--- src/design/bscr_pkg.sv ---
// Package of constants for the board control and status register file
package bscr_pkg;

	// ****************************************
	// Register decode
	// ****************************************
	localparam int          ADDR_W          = 3;
	localparam int          DATA_W          = 32;
	localparam logic [2:0]  IDX_STATUS      = 3'h2;
	localparam logic [2:0]  IDX_CONTROL     = 3'h3;
	localparam logic [2:0]  IDX_PCI         = 3'h4;
	localparam logic [7:0]  OFS_STATUS      = 8'h08;
	localparam logic [7:0]  OFS_CONTROL     = 8'h0C;
	localparam logic [7:0]  OFS_PCI         = 8'h10;

	// ****************************************
	// Tool/board status field positions
	// ****************************************
	localparam int          ST_TOOL_STAT    = 0;
	localparam int          ST_TOOL_REV     = 8;
	localparam int          ST_TOOL_ID      = 12;
	localparam int          ST_SWOPT_HI     = 16;
	localparam int          ST_BOARD_VER    = 20;
	localparam int          ST_BOARD_REV    = 22;
	localparam int          ST_SWOPT_LO     = 24;
	localparam int          ST_FLASH_DLY    = 25;
	localparam int          ST_FLASH_TYPE   = 28;

	// ****************************************
	// Control field positions and reset values
	// ****************************************
	localparam int          CT_USB_EN       = 0;
	localparam int          CT_USB_SPEED    = 1;
	localparam int          CT_USB_POWER    = 2;
	localparam int          CT_ETH2_INIT    = 3;
	localparam int          CT_ETH2_RST     = 4;
	localparam int          CT_UTOPIA_W     = 5;
	localparam int          CT_UTOPIA_PHY   = 6;
	localparam int          CT_LBUS_MODE    = 7;
	localparam int          CT_WR_W         = 7;
	localparam logic [6:0]  CT_RESET        = 7'h79;

	// ****************************************
	// PCI status field positions
	// ****************************************
	localparam int          PS_SLOT0        = 0;
	localparam int          PS_SLOT1        = 2;
	localparam int          PS_SLOT2        = 4;
	localparam int          PS_FAST         = 6;
	localparam int          PS_CLK_SET      = 7;

	// ****************************************
	// Synchronised pin vector layout
	// ****************************************
	localparam int          PN_TOOL_STAT    = 0;
	localparam int          PN_TOOL_REV     = 8;
	localparam int          PN_TOOL_ID      = 12;
	localparam int          PN_SWOPT_HI     = 16;
	localparam int          PN_SWOPT_LO     = 18;
	localparam int          PN_FLASH_DLY    = 19;
	localparam int          PN_FLASH_TYPE   = 22;
	localparam int          PN_SLOTS        = 26;
	localparam int          PN_FAST         = 32;
	localparam int          PN_CLK_SET      = 33;
	localparam int          PN_LBUS_MODE    = 34;
	localparam int          PN_PROCESSOR_HARD_RESET_N_N     = 35;
	localparam int          PIN_W           = 36;
	localparam logic [35:0] PIN_RESET       = 36'h800000000;

	// ****************************************
	// Hard-wired board codes (arbitrary values)
	// ****************************************
	localparam logic [1:0]  BOARD_VER_CODE  = 2'h1;
	localparam logic [1:0]  BOARD_REV_CODE  = 2'h0;

endpackage : bscr_pkg

--- src/design/bscr_pin_sync.sv ---
// Two-stage synchroniser for the board pin inputs
`timescale 1ns/10ps
`default_nettype none

module bscr_pin_sync (
	input  wire logic                    mclk,
	input  wire logic                    reset_n,
	input  wire logic [bscr_pkg::PIN_W-1:0] pin_async,
	output logic      [bscr_pkg::PIN_W-1:0] pin_sync
);
	import bscr_pkg::*;

	typedef struct packed {
		logic [PIN_W-1:0] stage1;
		logic [PIN_W-1:0] stage2;
	} bscr_sync_s;

	bscr_sync_s sync_ff;
	bscr_sync_s nxt_sync;

	// ****************************************
	// Two flip-flop chain
	// ****************************************
	always_comb begin
		nxt_sync        = sync_ff;
		nxt_sync.stage1 = pin_async;
		nxt_sync.stage2 = sync_ff.stage1;
	end

	always_ff @(posedge mclk or negedge reset_n) begin
		if (!reset_n) begin
			sync_ff <= {PIN_RESET, PIN_RESET};
		end else begin
			sync_ff <= nxt_sync;
		end
	end

	assign pin_sync = sync_ff.stage2;

endmodule // bscr_pin_sync

`default_nettype wire

--- src/design/bscr_regs.sv ---
// Board control and status registers: tool/board status, port control, PCI status
//
// Overview of operation
// - Tool/board status register, read-only, at byte offset 8.
// - Status bits 0-7 show eight external tool status inputs.
// - Status bits 8-11 show the four-bit external tool revision.
// - Status bits 12-15 show the tool identification lines; F means no tool.
// - Software option: upper bits at 16-17, low bit at 24, default zero.
// - Status bits 20-21 return a hard-wired board version code.
// - Status bits 22-23 return a hard-wired board revision code.
// - Status bits 25-27 mirror the flash delay presence-detect lines.
// - Status bits 28-31 mirror the flash type presence-detect lines.
// - Read-write control register at byte offset 0xC.
// - Control bit 0 is active-low USB enable, default 1; high puts USB in standby.
// - Control bit 2, default 0: high connects bus power to the USB port.
// - Control bit 3, default 1: Ethernet 2 initial enable, sampled only while the PHY reset is asserted.
// - Control bit 4, default 1: Ethernet 2 PHY reset, also forced by hard reset.
// - Control bit 5, default 1: low selects 16-bit UTOPIA, high 8-bit.
// - Control bit 6, default 1: low selects multi-PHY, high single-PHY.
// - Control bit 7 is read-only and reports the local bus mode.
// - PCI status register, read-only, at byte offset 0x10.
// - Bit pairs 0-1, 2-3, 4-5 report slot-present codes of slots 0 to 2.
// - PCI status bit 6 reads 1 when all boards are 66MHz capable.
// - PCI status bit 7 reflects the PCI bus clock setting input.
// - Only three address lines are decoded, so registers repeat in the region.
`timescale 1ns/10ps
`default_nettype none

module bscr_regs (
	input  wire logic                       mclk,
	input  wire logic                       reset_n,
	input  wire logic                       regfile_enable,
	input  wire logic                       bus_cs_n,
	input  wire logic                       bus_rd_wr_n,
	input  wire logic [bscr_pkg::ADDR_W-1:0] bus_addr,
	input  wire logic [bscr_pkg::DATA_W-1:0] bus_wdata,
	output logic      [bscr_pkg::DATA_W-1:0] bus_rdata,
	output logic                            bus_ack,
	input  wire logic [7:0]                 tool_status_field,
	input  wire logic [3:0]                 tool_revision_field,
	input  wire logic [3:0]                 tool_ident_field,
	input  wire logic [1:0]                 sw_option_high,
	input  wire logic                       sw_option_low,
	input  wire logic [2:0]                 flash_delay_detect,
	input  wire logic [3:0]                 flash_type_detect,
	input  wire logic [1:0]                 slot0_present_code,
	input  wire logic [1:0]                 slot1_present_code,
	input  wire logic [1:0]                 slot2_present_code,
	input  wire logic                       all_boards_fast_capable,
	input  wire logic                       pci_clock_setting,
	input  wire logic                       local_bus_mode,
	input  wire logic                       processor_hard_reset_n,
	output logic                            usb_enable_n,
	output logic                            usb_speed_select_n,
	output logic                            usb_power_on,
	output logic                            eth2_initial_enable_n,
	output logic                            eth2_phy_reset_n,
	output logic                            utopia_width_select_n,
	output logic                            utopia_phy_mode_n
);
	import bscr_pkg::*;

	// ****************************************
	// State
	// ****************************************
	typedef struct packed {
		logic                cs_prev_n;
		logic [CT_WR_W-1:0]  ctrl;
		logic                eth2_init_n;
		logic                eth2_rst_n;
		logic [DATA_W-1:0]   rdata;
		logic                ack;
	} bscr_state_s;

	bscr_state_s        st_ff;
	bscr_state_s        nxt_st;
	logic [PIN_W-1:0]   pin_s;
	logic               access;
	logic               wr_access;
	logic               rd_access;

	// ****************************************
	// Pin synchronisers
	// ****************************************
	bscr_pin_sync u_pin_sync (
		.mclk      (mclk),
		.reset_n   (reset_n),
		.pin_async ({processor_hard_reset_n, local_bus_mode, pci_clock_setting,
		             all_boards_fast_capable, slot2_present_code, slot1_present_code,
		             slot0_present_code, flash_type_detect, flash_delay_detect,
		             sw_option_low, sw_option_high, tool_ident_field,
		             tool_revision_field, tool_status_field}),
		.pin_sync  (pin_s)
	);

	// ****************************************
	// Read word assembly
	// ****************************************
	function automatic logic [DATA_W-1:0] read_word(
		input logic [ADDR_W-1:0]  idx,
		input logic [CT_WR_W-1:0] ctrl,
		input logic [PIN_W-1:0]   p
	);
		logic [DATA_W-1:0] w;
		w = '0;
		case (idx)
			IDX_STATUS: begin
				w[ST_TOOL_STAT +: 8]  = p[PN_TOOL_STAT +: 8];
				w[ST_TOOL_REV +: 4]   = p[PN_TOOL_REV +: 4];
				w[ST_TOOL_ID +: 4]    = p[PN_TOOL_ID +: 4];
				w[ST_SWOPT_HI +: 2]   = p[PN_SWOPT_HI +: 2];
				w[ST_SWOPT_LO]        = p[PN_SWOPT_LO];
				w[ST_BOARD_VER +: 2]  = BOARD_VER_CODE;
				w[ST_BOARD_REV +: 2]  = BOARD_REV_CODE;
				w[ST_FLASH_DLY +: 3]  = p[PN_FLASH_DLY +: 3];
				w[ST_FLASH_TYPE +: 4] = p[PN_FLASH_TYPE +: 4];
			end
			IDX_CONTROL: begin
				w[CT_WR_W-1:0]        = ctrl;
				w[CT_LBUS_MODE]       = p[PN_LBUS_MODE];
			end
			IDX_PCI: begin
				w[PS_SLOT0 +: 6]      = p[PN_SLOTS +: 6];
				w[PS_FAST]            = p[PN_FAST];
				w[PS_CLK_SET]         = p[PN_CLK_SET];
			end
			default: begin
				w = '0;
			end
		endcase
		return w;
	endfunction

	// ****************************************
	// Access decode
	// ****************************************
	always_comb begin
		access    = regfile_enable && !bus_cs_n && st_ff.cs_prev_n;
		wr_access = access && !bus_rd_wr_n;
		rd_access = access && bus_rd_wr_n;
	end

	// ****************************************
	// Next state
	// ****************************************
	always_comb begin
		nxt_st           = st_ff;
		nxt_st.cs_prev_n = bus_cs_n;
		nxt_st.ack       = access;
		if (wr_access && (bus_addr == IDX_CONTROL)) begin
			nxt_st.ctrl = bus_wdata[CT_WR_W-1:0];
		end
		if (rd_access) begin
			nxt_st.rdata = read_word(bus_addr, st_ff.ctrl, pin_s);
		end
		nxt_st.eth2_rst_n = st_ff.ctrl[CT_ETH2_RST] && pin_s[PN_PROCESSOR_HARD_RESET_N_N];
		if (!st_ff.eth2_rst_n) begin
			nxt_st.eth2_init_n = st_ff.ctrl[CT_ETH2_INIT];
		end
	end

	always_ff @(posedge mclk or negedge reset_n) begin
		if (!reset_n) begin
			st_ff.cs_prev_n   <= 1'b1;
			st_ff.ctrl        <= CT_RESET;
			st_ff.eth2_init_n <= 1'b1;
			st_ff.eth2_rst_n  <= 1'b0;
			st_ff.rdata       <= '0;
			st_ff.ack         <= 1'b0;
		end else begin
			st_ff <= nxt_st;
		end
	end

	// ****************************************
	// Outputs
	// ****************************************
	assign bus_rdata             = st_ff.rdata;
	assign bus_ack               = st_ff.ack;
	assign usb_enable_n          = st_ff.ctrl[CT_USB_EN];
	assign usb_speed_select_n    = st_ff.ctrl[CT_USB_SPEED];
	assign usb_power_on          = st_ff.ctrl[CT_USB_POWER];
	assign eth2_initial_enable_n = st_ff.eth2_init_n;
	assign eth2_phy_reset_n      = st_ff.eth2_rst_n;
	assign utopia_width_select_n = st_ff.ctrl[CT_UTOPIA_W];
	assign utopia_phy_mode_n     = st_ff.ctrl[CT_UTOPIA_PHY];
endmodule // bscr_regs

`default_nettype wire

--- config.mk ---
export PLATFORM = sky130hd
export DESIGN_NAME = bscr_regs
export DESIGN_NICKNAME = d
export VERILOG_FILES = /design/src/design/bscr_pkg.sv /design/src/design/bscr_pin_sync.sv /design/src/design/bscr_regs.sv
export SDC_FILE = /design/constraint.sdc
export NUM_CORES = 1
export LEC_CHECK = 0
export ABC_AREA = 1
export BUFFER_PORTS_ARGS = -buffer_cell sky130_fd_sc_hd__buf_4
export CAP_MARGIN = 20
export CORE_ASPECT_RATIO = 0.9
export CORE_MARGIN = 2
export CORE_UTILIZATION = 46
export DETAILED_ROUTE_END_ITERATION = 10
export PLACE_DENSITY = 0.82
export SLEW_MARGIN = 20
export SYNTH_ARGS = -nofsm -noshare
export SYNTH_HDL_FRONTEND = slang
export SYNTH_SLANG_ARGS = --single-unit
--- constraint.sdc ---
create_clock -name mclk -period 1.3 [get_ports mclk]
set_clock_uncertainty 0.05 [all_clocks]
set_input_delay 0.325 -clock mclk [delete_from_list [all_inputs] [get_ports mclk]]
set_output_delay 0.325 -clock mclk [all_outputs]
set_load 0.01 [all_outputs]
==> impl_metrics.sql, run 1 <==
INSERT INTO impl_metrics (metric_group, metric, value, unit) VALUES
('global_route', 'antenna_violations_before_repair', '0', ''),
('power_and_ir_drop', 'power_density_relative_to_cell_area', '1180', 'nW/um^2'),
('global_route', 'grt_usage', '16.6', '%'),
('power_and_ir_drop', 'leak_pwr', '2.69', 'nW'),
('sta', 'fmax_achieved', '713', 'MHz'),
('power_and_ir_drop', 'power_switching', '0.00168', 'W'),
('synth', 'syn-instance-count', '303', ''),
('global_route', 'grt_pass1_vias', '2286', ''),
('worst_setup_path', 'worst-setup-path-type', 'flip-flop to output port', ''),
('cells_and_area', 'final_nets', '517', ''),
('global_route', 'grt_most_used_layer', 'met2', ''),
('drt', 'routed_via_density', '4.73', ''),
('power_and_ir_drop', 'p_int', '0.00498', 'W'),
('cells_and_area', 'multiInputGateArea', '926', 'sq um'),
('worst_setup_path', 'arrival_time_of_data_at_the_critical_path_endpoint', '1.03', 'ns'),
('synth', 'synth.lib_cells_used.distinct', '23', ''),
('synth', 'yosysSeqAreaShare', '71.4', '%'),
('sta', 'maxSlewViolCount', '0', ''),
('global_route', 'use_met3', '3.93', '%'),
('synth', 'postSynthAreaPerCell', '12.8', 'sq um'),
('sta', 'hold_slack_final', '0.0182', 'ns'),
('power_and_ir_drop', 'switching_fraction_of_total_power', '25.2', '%'),
('clock_network', 'tritoncts', 'done', ''),
('cells_and_area', 'fraction_of_layout_cells_with_a_size_suffix_above_1', '47.2', '%'),
('floorplan', 'core_area', '8110', 'sq um'),
('worst_setup_path', 'end_kind', 'output port', ''),
('sta', 'finish_stage_setup_viols', '43', ''),
('drt', 'route.detailed.drc', '0', ''),
('worst_setup_path', 'worstPathMaxFanout', '2', ''),
('min_path', 'holdCritPathClass', 'input port to flip-flop', ''),
('drt', 'routed_wire_length_per_instance', '15.5', 'microns'),
('worst_setup_path', 'worst-endpoint-required', '0.93', 'ns'),
('cells_and_area', 'layout-area-overhead-vs-synth', '45.4', '%'),
('power_and_ir_drop', 'post_route_total_power', '0.00666', 'W'),
('sta', 'period_share', '108', '%'),
('power_and_ir_drop', 'pwr-share-clk', '28.6', '%'),
('outcome', 'outcome', 'finished with violations', ''),
('floorplan', 'die_height', '91.0', 'microns'),
('place', 'finalWeightedCongestion', '0.817', ''),
('drt', 'number_of_antenna_violating_nets_in_the_routed_design', '0', ''),
('place', 'hpwlAfterDp', '4660', 'microns'),
('synth', 'post_synth_instance_area', '3870', 'sq um'),
('floorplan', 'placement_rows', '31', ''),
('synth', 'ys_seq_elements', '110', ''),
('worst_setup_path', 'crit_family', 'flip-flops', ''),
('sta', 'rsz0062_at_grt', 'true', ''),
('power_and_ir_drop', 'power.share.sequential', '56.6', '%'),
('floorplan', 'top_level_ports', '116', ''),
('drt', 'total_number_of_vias', '2575', ''),
('clock_network', 'worst_skew_pair.late_latency', '0.38', 'ns'),
('drt', 'drt_first_pass_iters', '4', ''),
('sta', 'final-hold-violation-count', '0', ''),
('place', 'pre_cts_slack', '-0.0652', 'ns'),
('clock_network', 'clkTransAtPathRegs', '0.09', 'ns'),
('floorplan', 'initial_core_util', '47.8', '%'),
('outcome', 'violations', 'negative setup slack', ''),
('place', 'numPortBuffers', '85', ''),
('global_route', 'grt_max_degree', '46', ''),
('sta', 'timing.final.ws_setup', '-0.103', 'ns'),
('worst_setup_path', 'crit_path_top_delay_cell', 'dfstp_2', ''),
('synth', 'yosysWarningCount', '0', ''),
('global_route', 'groute.layer.met1.usage', '21.7', '%'),
('floorplan', 'dieArea', '9170', 'sq um'),
('cells_and_area', 'antennaDiodeCount', '0', ''),
('clock_network', 'clock_tree.htree_level_count', '3', ''),
('cells_and_area', 'filler_cell_count', '518', ''),
('global_route', 'grt_first_pass_wirelength', '11500', 'microns'),
('worst_setup_path', 'number_of_buffer_and_inverter_instances_along_the_worst_setup_path', '1', ''),
('global_route', 'grt.overflow.total', '0', ''),
('clock_network', 'numCtsBuffers', '9', ''),
('run', 'maxCapViolCount', '0', '');
metrics by stage:
step	util [%]	TNS (ns)	std cells	instance area, sq um
after floorplan	-	0	307	3890
after global placement	54.9	-0.188	458	4450
final	69.4	-2.90	544	5630
after CTS	61.9	-0.800	501	5020
after global routing	69.4	-5.32	544	5630
after detailed placement	54.9	-0.560	458	4450
sequential cells by signal, summed over array words and instances, names as in the netlist:
name	cells
bus_ack	1
bus_rdata	27
eth2_initial_enable_n	1
eth2_phy_reset_n	1
st_ff	3
u_pin_sync.nxt_sync	36
u_pin_sync.pin_sync	36
usb_enable_n	1
usb_power_on	1
usb_speed_select_n	1
utopia_phy_mode_n	1
utopia_width_select_n	1
area by class of cell:
cell class	count	share of cell area, %
multi-input combinational	143	16.5
tap	99	2.20
timing repair buffer	165	28.0
clock buffer	10	2.45
clock inverter	5	0.800
sequential	110	49.1
inverter	12	1.00
Yosys cell counts:
cell type  number  area [sq um]
dfrtp_1       101          2530
clkinv_1        1          3.75
nand2_1        69           259
nor2_8          1          20.0
inv_8           1          11.3
nor2_2          1          6.26
buf_2           6          30.0
buf_6           2          22.5
o21ai_1         9          45.0
conb_1          1          3.75
nand2_8         1          20.0
mux2_2          1          11.3
o21ai_0         5          25.0
buf_4          34           255
buf_8           1          15.0
nand4_1        16           100
inv_1          10          37.5
nor2_4          2          22.5
o21ai_2        11          96.3
nand2_2         4          25.0
dfstp_2         9           236
nand3_4         1          17.5
nand3_1        16          80.1
repair_timing:
action / CTS / global route
hold endpoints to repair: 35 / 18
setup endpoints to repair: 44 / 67
hold buffers: 17 / 18
buffers inserted: 8 / 23
pin swaps: 1 / 10
cloned: 3 / 2
resized for setup: 32 / 54
routing by layer:
| layer | wire length (microns) | share of wire, % | vias to the layer above |
|---|---|---|---|
| met5 | 0 | 0 | - |
| met4 | 232 | 2.8 | 0 |
| met3 | 358 | 4.3 | 20 |
| met2 | 4450 | 53 | 83 |
| met1 | 3370 | 40 | 1257 |
| li1 | - | - | 1215 |
power by group through the flow:
stage	Sequential (W)	Combinational [W]	Clock, W
after floorplan	0.00380	0.000342	0
after global placement	0.00381	0.000622	0
after detailed placement	0.00382	0.000641	0
after CTS	0.00375	0.000778	0.00191
after global routing	0.00379	0.00107	0.00208
final	0.00377	0.000986	0.00190
cells in the final DEF, fill, tap and decap left out:
cell           count
clkbuf_16          2
dfstp_2            9
nand4_1           16
o21ai_2           17
clkbuf_8          10
clkinv_4           3
inv_8              2
buf_12             4
buf_16             2
clkinvlp_4         2
buf_4             89
conb_1             5
nor2_8             1
nor2_4             2
nor2_2             1
mux2_2             1
inv_1             10
nand2_8            2
dlygate4sd3_1     35
buf_6             33
nand2_2           17
nand3_4            2
o21ai_1            6
o21ai_4            2
nand2_4            9
dfrtp_1          101
nand2_1           46
nand3_1           16
worst paths after layout:
kind                                    startpoint                      end  slack [ns]  cells past startpoint
max                              utopia_phy_mode_n        utopia_phy_mode_n       -0.10                      1
min                              sw_option_high[0]  u_pin_sync.nxt_sync[16]        0.02                      1
max reg2reg                              st_ff[42]            bus_rdata[17]       -0.10                      6
min reg2reg                u_pin_sync.nxt_sync[16]  u_pin_sync.pin_sync[16]        0.30                      0
max in group asynchronous                  reset_n  u_pin_sync.pin_sync[12]        0.31                      3
min in group asynchronous                  reset_n             bus_rdata[9]        0.34                      2
cells by family (layout without fill, tap and decap cells):
family | after synthesis | in the layout | synth area share, %
other | 1 | 5 | 0.0969
AO/OA/AOI/OAI | 25 | 25 | 4.30
buffers and inverters | 55 | 192 | 9.70
flip-flops | 110 | 110 | 71.4
AND/OR/NAND/NOR | 111 | 112 | 14.2
multiplexers | 1 | 1 | 0.291
(Power assumes the default switching activity.)
==> run 2, diff against run 1 <==
--- a/config.mk
+++ b/config.mk
@@ -13,6 +13,7 @@
 export CORE_UTILIZATION = 46
 export DETAILED_ROUTE_END_ITERATION = 10
 export PLACE_DENSITY = 0.82
+export RECOVER_POWER = 50
 export SLEW_MARGIN = 20
 export SYNTH_ARGS = -nofsm -noshare
 export SYNTH_HDL_FRONTEND = slang
==> impl_metrics.sql, run 2 (synthesis results as in run 1) <==
INSERT INTO impl_metrics (metric_group, metric, value, unit) VALUES
('global_route', 'grt_usage', '16.6', '%'),
('sta', 'finish_stage_setup_viols', '43', ''),
('sta', 'max_slew.worst_pin.slew', '0.611', 'ns'),
('sta', 'hold_slack_final', '0.0332', 'ns'),
('run', 'maxCapViolCount', '0', ''),
('sta', 'final.min_clock_period', '1.40', 'ns'),
('worst_setup_path', 'crit_family', 'flip-flops', ''),
('cells_and_area', 'filler_cell_count', '521', ''),
('cells_and_area', 'multiInputGateArea', '926', 'sq um'),
('drt', 'routed_via_density', '4.74', ''),
('sta', 'fmax_achieved', '713', 'MHz'),
('worst_setup_path', 'number_of_buffer_and_inverter_instances_along_the_worst_setup_path', '1', ''),
('clock_network', 'worst_skew_pair.late_latency', '0.38', 'ns'),
('floorplan', 'placement_rows', '31', ''),
('worst_setup_path', 'arrival_time_of_data_at_the_critical_path_endpoint', '1.03', 'ns'),
('place', 'pre_cts_slack', '-0.0652', 'ns'),
('drt', 'route.detailed.drc', '0', ''),
('outcome', 'outcome', 'finished with violations', ''),
('sta', 'rsz0062_at_grt', 'true', ''),
('cells_and_area', 'seq_area', '2760', 'sq um'),
('place', 'finalWeightedCongestion', '0.817', ''),
('floorplan', 'die_height', '91.0', 'microns'),
('drt', 'drt_first_pass_iters', '5', ''),
('place', 'placed_cells', '458', ''),
('outcome', 'violations', 'negative setup slack', ''),
('worst_setup_path', 'end_kind', 'output port', ''),
('clock_network', 'clock_tree_buf_depth', '2', ''),
('cells_and_area', 'layout_common_cells', '101 x dfrtp_1, 51 x buf_4, 46 x nand2_1', ''),
('min_path', 'holdCritPathClass', 'input port to flip-flop', ''),
('drt', 'drt_iter0_markers', '82', ''),
('sta', 'final-hold-violation-count', '0', ''),
('cells_and_area', 'fraction_of_layout_cells_with_a_size_suffix_above_1', '47.0', '%'),
('power_and_ir_drop', 'power_density_relative_to_cell_area', '1180', 'nW/um^2'),
('drt', 'total_number_of_vias', '2578', ''),
('power_and_ir_drop', 'vdd_ir_drop_max', '750', 'uV'),
('cells_and_area', 'finalCoreUtilization', '69.3', '%'),
('cells_and_area', 'layout-area-overhead-vs-synth', '45.2', '%'),
('cells_and_area', 'layout_commonest_cell', 'dfrtp_1', ''),
('clock_network', 'number_of_clock_sinks', '110', ''),
('cells_and_area', 'finalNonFillerCells', '544', ''),
('sta', 'maxSlewViolCount', '0', ''),
('drt', 'routed_wire_length_per_instance', '15.4', 'microns'),
('floorplan', 'dieArea', '9170', 'sq um'),
('clock_network', 'numCtsBuffers', '9', ''),
('place', 'hpwlAfterDp', '4660', 'microns'),
('global_route', 'grt_first_pass_wirelength', '11500', 'microns'),
('worst_setup_path', 'worst-setup-path-type', 'flip-flop to output port', ''),
('global_route', 'grt.overflow.total', '0', ''),
('clock_network', 'clkTransAtPathRegs', '0.10', 'ns'),
('global_route', 'grt_pass1_vias', '2286', ''),
('floorplan', 'top_level_ports', '116', ''),
('floorplan', 'die_x', '101', 'microns'),
('global_route', 'antenna_violations_before_repair', '0', ''),
('power_and_ir_drop', 'leak_pwr', '2.68', 'nW'),
('floorplan', 'initial_core_util', '47.8', '%'),
('sta', 'timing.final.ws_setup', '-0.103', 'ns'),
('floorplan', 'core_area', '8110', 'sq um'),
('drt', 'number_of_antenna_violating_nets_in_the_routed_design', '0', ''),
('clock_network', 'cts.root.buffer_cell', 'clkbuf_8', ''),
('worst_setup_path', 'cp-start-kind', 'flip-flop', ''),
('worst_setup_path', 'path_cells', 'buf_6', ''),
('worst_setup_path', 'crit_path_top_delay_cell', 'dfstp_2', ''),
('clock_network', 'clock_tree.htree_level_count', '3', ''),
('clock_network', 'tritoncts', 'done', ''),
('place', 'numPortBuffers', '85', ''),
('sta', 'period_share', '108', '%'),
('worst_setup_path', 'worstPathMaxFanout', '2', ''),
('global_route', 'grt_max_degree', '46', ''),
('drt', 'wirelength', '8360', 'microns'),
('sta', 'worst_slew_margin_rel', '59.2', '%'),
('cells_and_area', 'final_nets', '517', ''),
('cells_and_area', 'antennaDiodeCount', '0', ''),
('worst_setup_path', 'worst-endpoint-required', '0.93', 'ns'),
('worst_setup_path', 'timing.critical_path.slowest_cell_delay', '0.56', 'ns'),
('power_and_ir_drop', 'post_route_total_power', '0.00665', 'W');
run 2: cell count changes in the layout (fill, tap and decap cells not counted):
cell / delta
buf_4: -38
clkbuf_4: +36
clkbuf_1: +1
clkbuf_2: +1
run 2: area by class of cell:
class / count / share of cell area (%)
clock buffers: 10 / 2.45
clock inverters: 5 / 0.801
inverters: 12 / 1.00
multi-input cells: 143 / 16.5
flip-flops and latches: 110 / 49.2
well taps: 99 / 2.20
repair buffers: 165 / 27.9
run 2: report_power, final:
group | switching (W) | total, W | internal [W]
Combinational | 0.000422 | 0.000976 | 0.000554
Clock | 0.00114 | 0.00190 | 0.000762
Sequential | 0.000114 | 0.00377 | 0.00365
run 2: path summary, 6_finish.rpt:
path / start / end / slack (ns) / cells after the start
worst min-delay path: bus_cs_n / st_ff[42] / 0.03 / 1
max in group asynchronous: reset_n / u_pin_sync.pin_sync[12] / 0.10 / 3
worst max-delay path: utopia_phy_mode_n / utopia_phy_mode_n / -0.10 / 1
worst max register to register: st_ff[42] / bus_rdata[8] / -0.10 / 6
min in group asynchronous: reset_n / bus_rdata[9] / 0.44 / 2
worst min register to register: u_pin_sync.nxt_sync[16] / u_pin_sync.pin_sync[16] / 0.30 / 0
run 2: metal layers:
metal / GRT usage [%] / vias to the layer above / routed length [microns]
met2: 26.1 / 79 / 4490
li1: - / 1216 / -
met1: 21.7 / 1265 / 3330
met4: 7.99 / 0 / 217
met3: 3.93 / 18 / 320
met5: 0 / - / 0
run 2: per-stage QoR:
step / instance area, sq um / setup TNS, ns
after global routing: 5620 / -5.94
after floorplan: 3890 / 0
after detailed placement: 4450 / -0.560
final: 5620 / -2.88
after CTS: 5020 / -0.800
after global placement: 4450 / -0.188
run 2: repair_timing:
item / CTS / global route
buffers inserted: 8 / 23
pin swaps: 1 / 10
cloned: 3 / 2
endpoints found under the setup margin: 44 / 67
hold buffers: 17 / 18
gates resized for setup: 32 / 54
endpoints found under the hold margin: 35 / 18
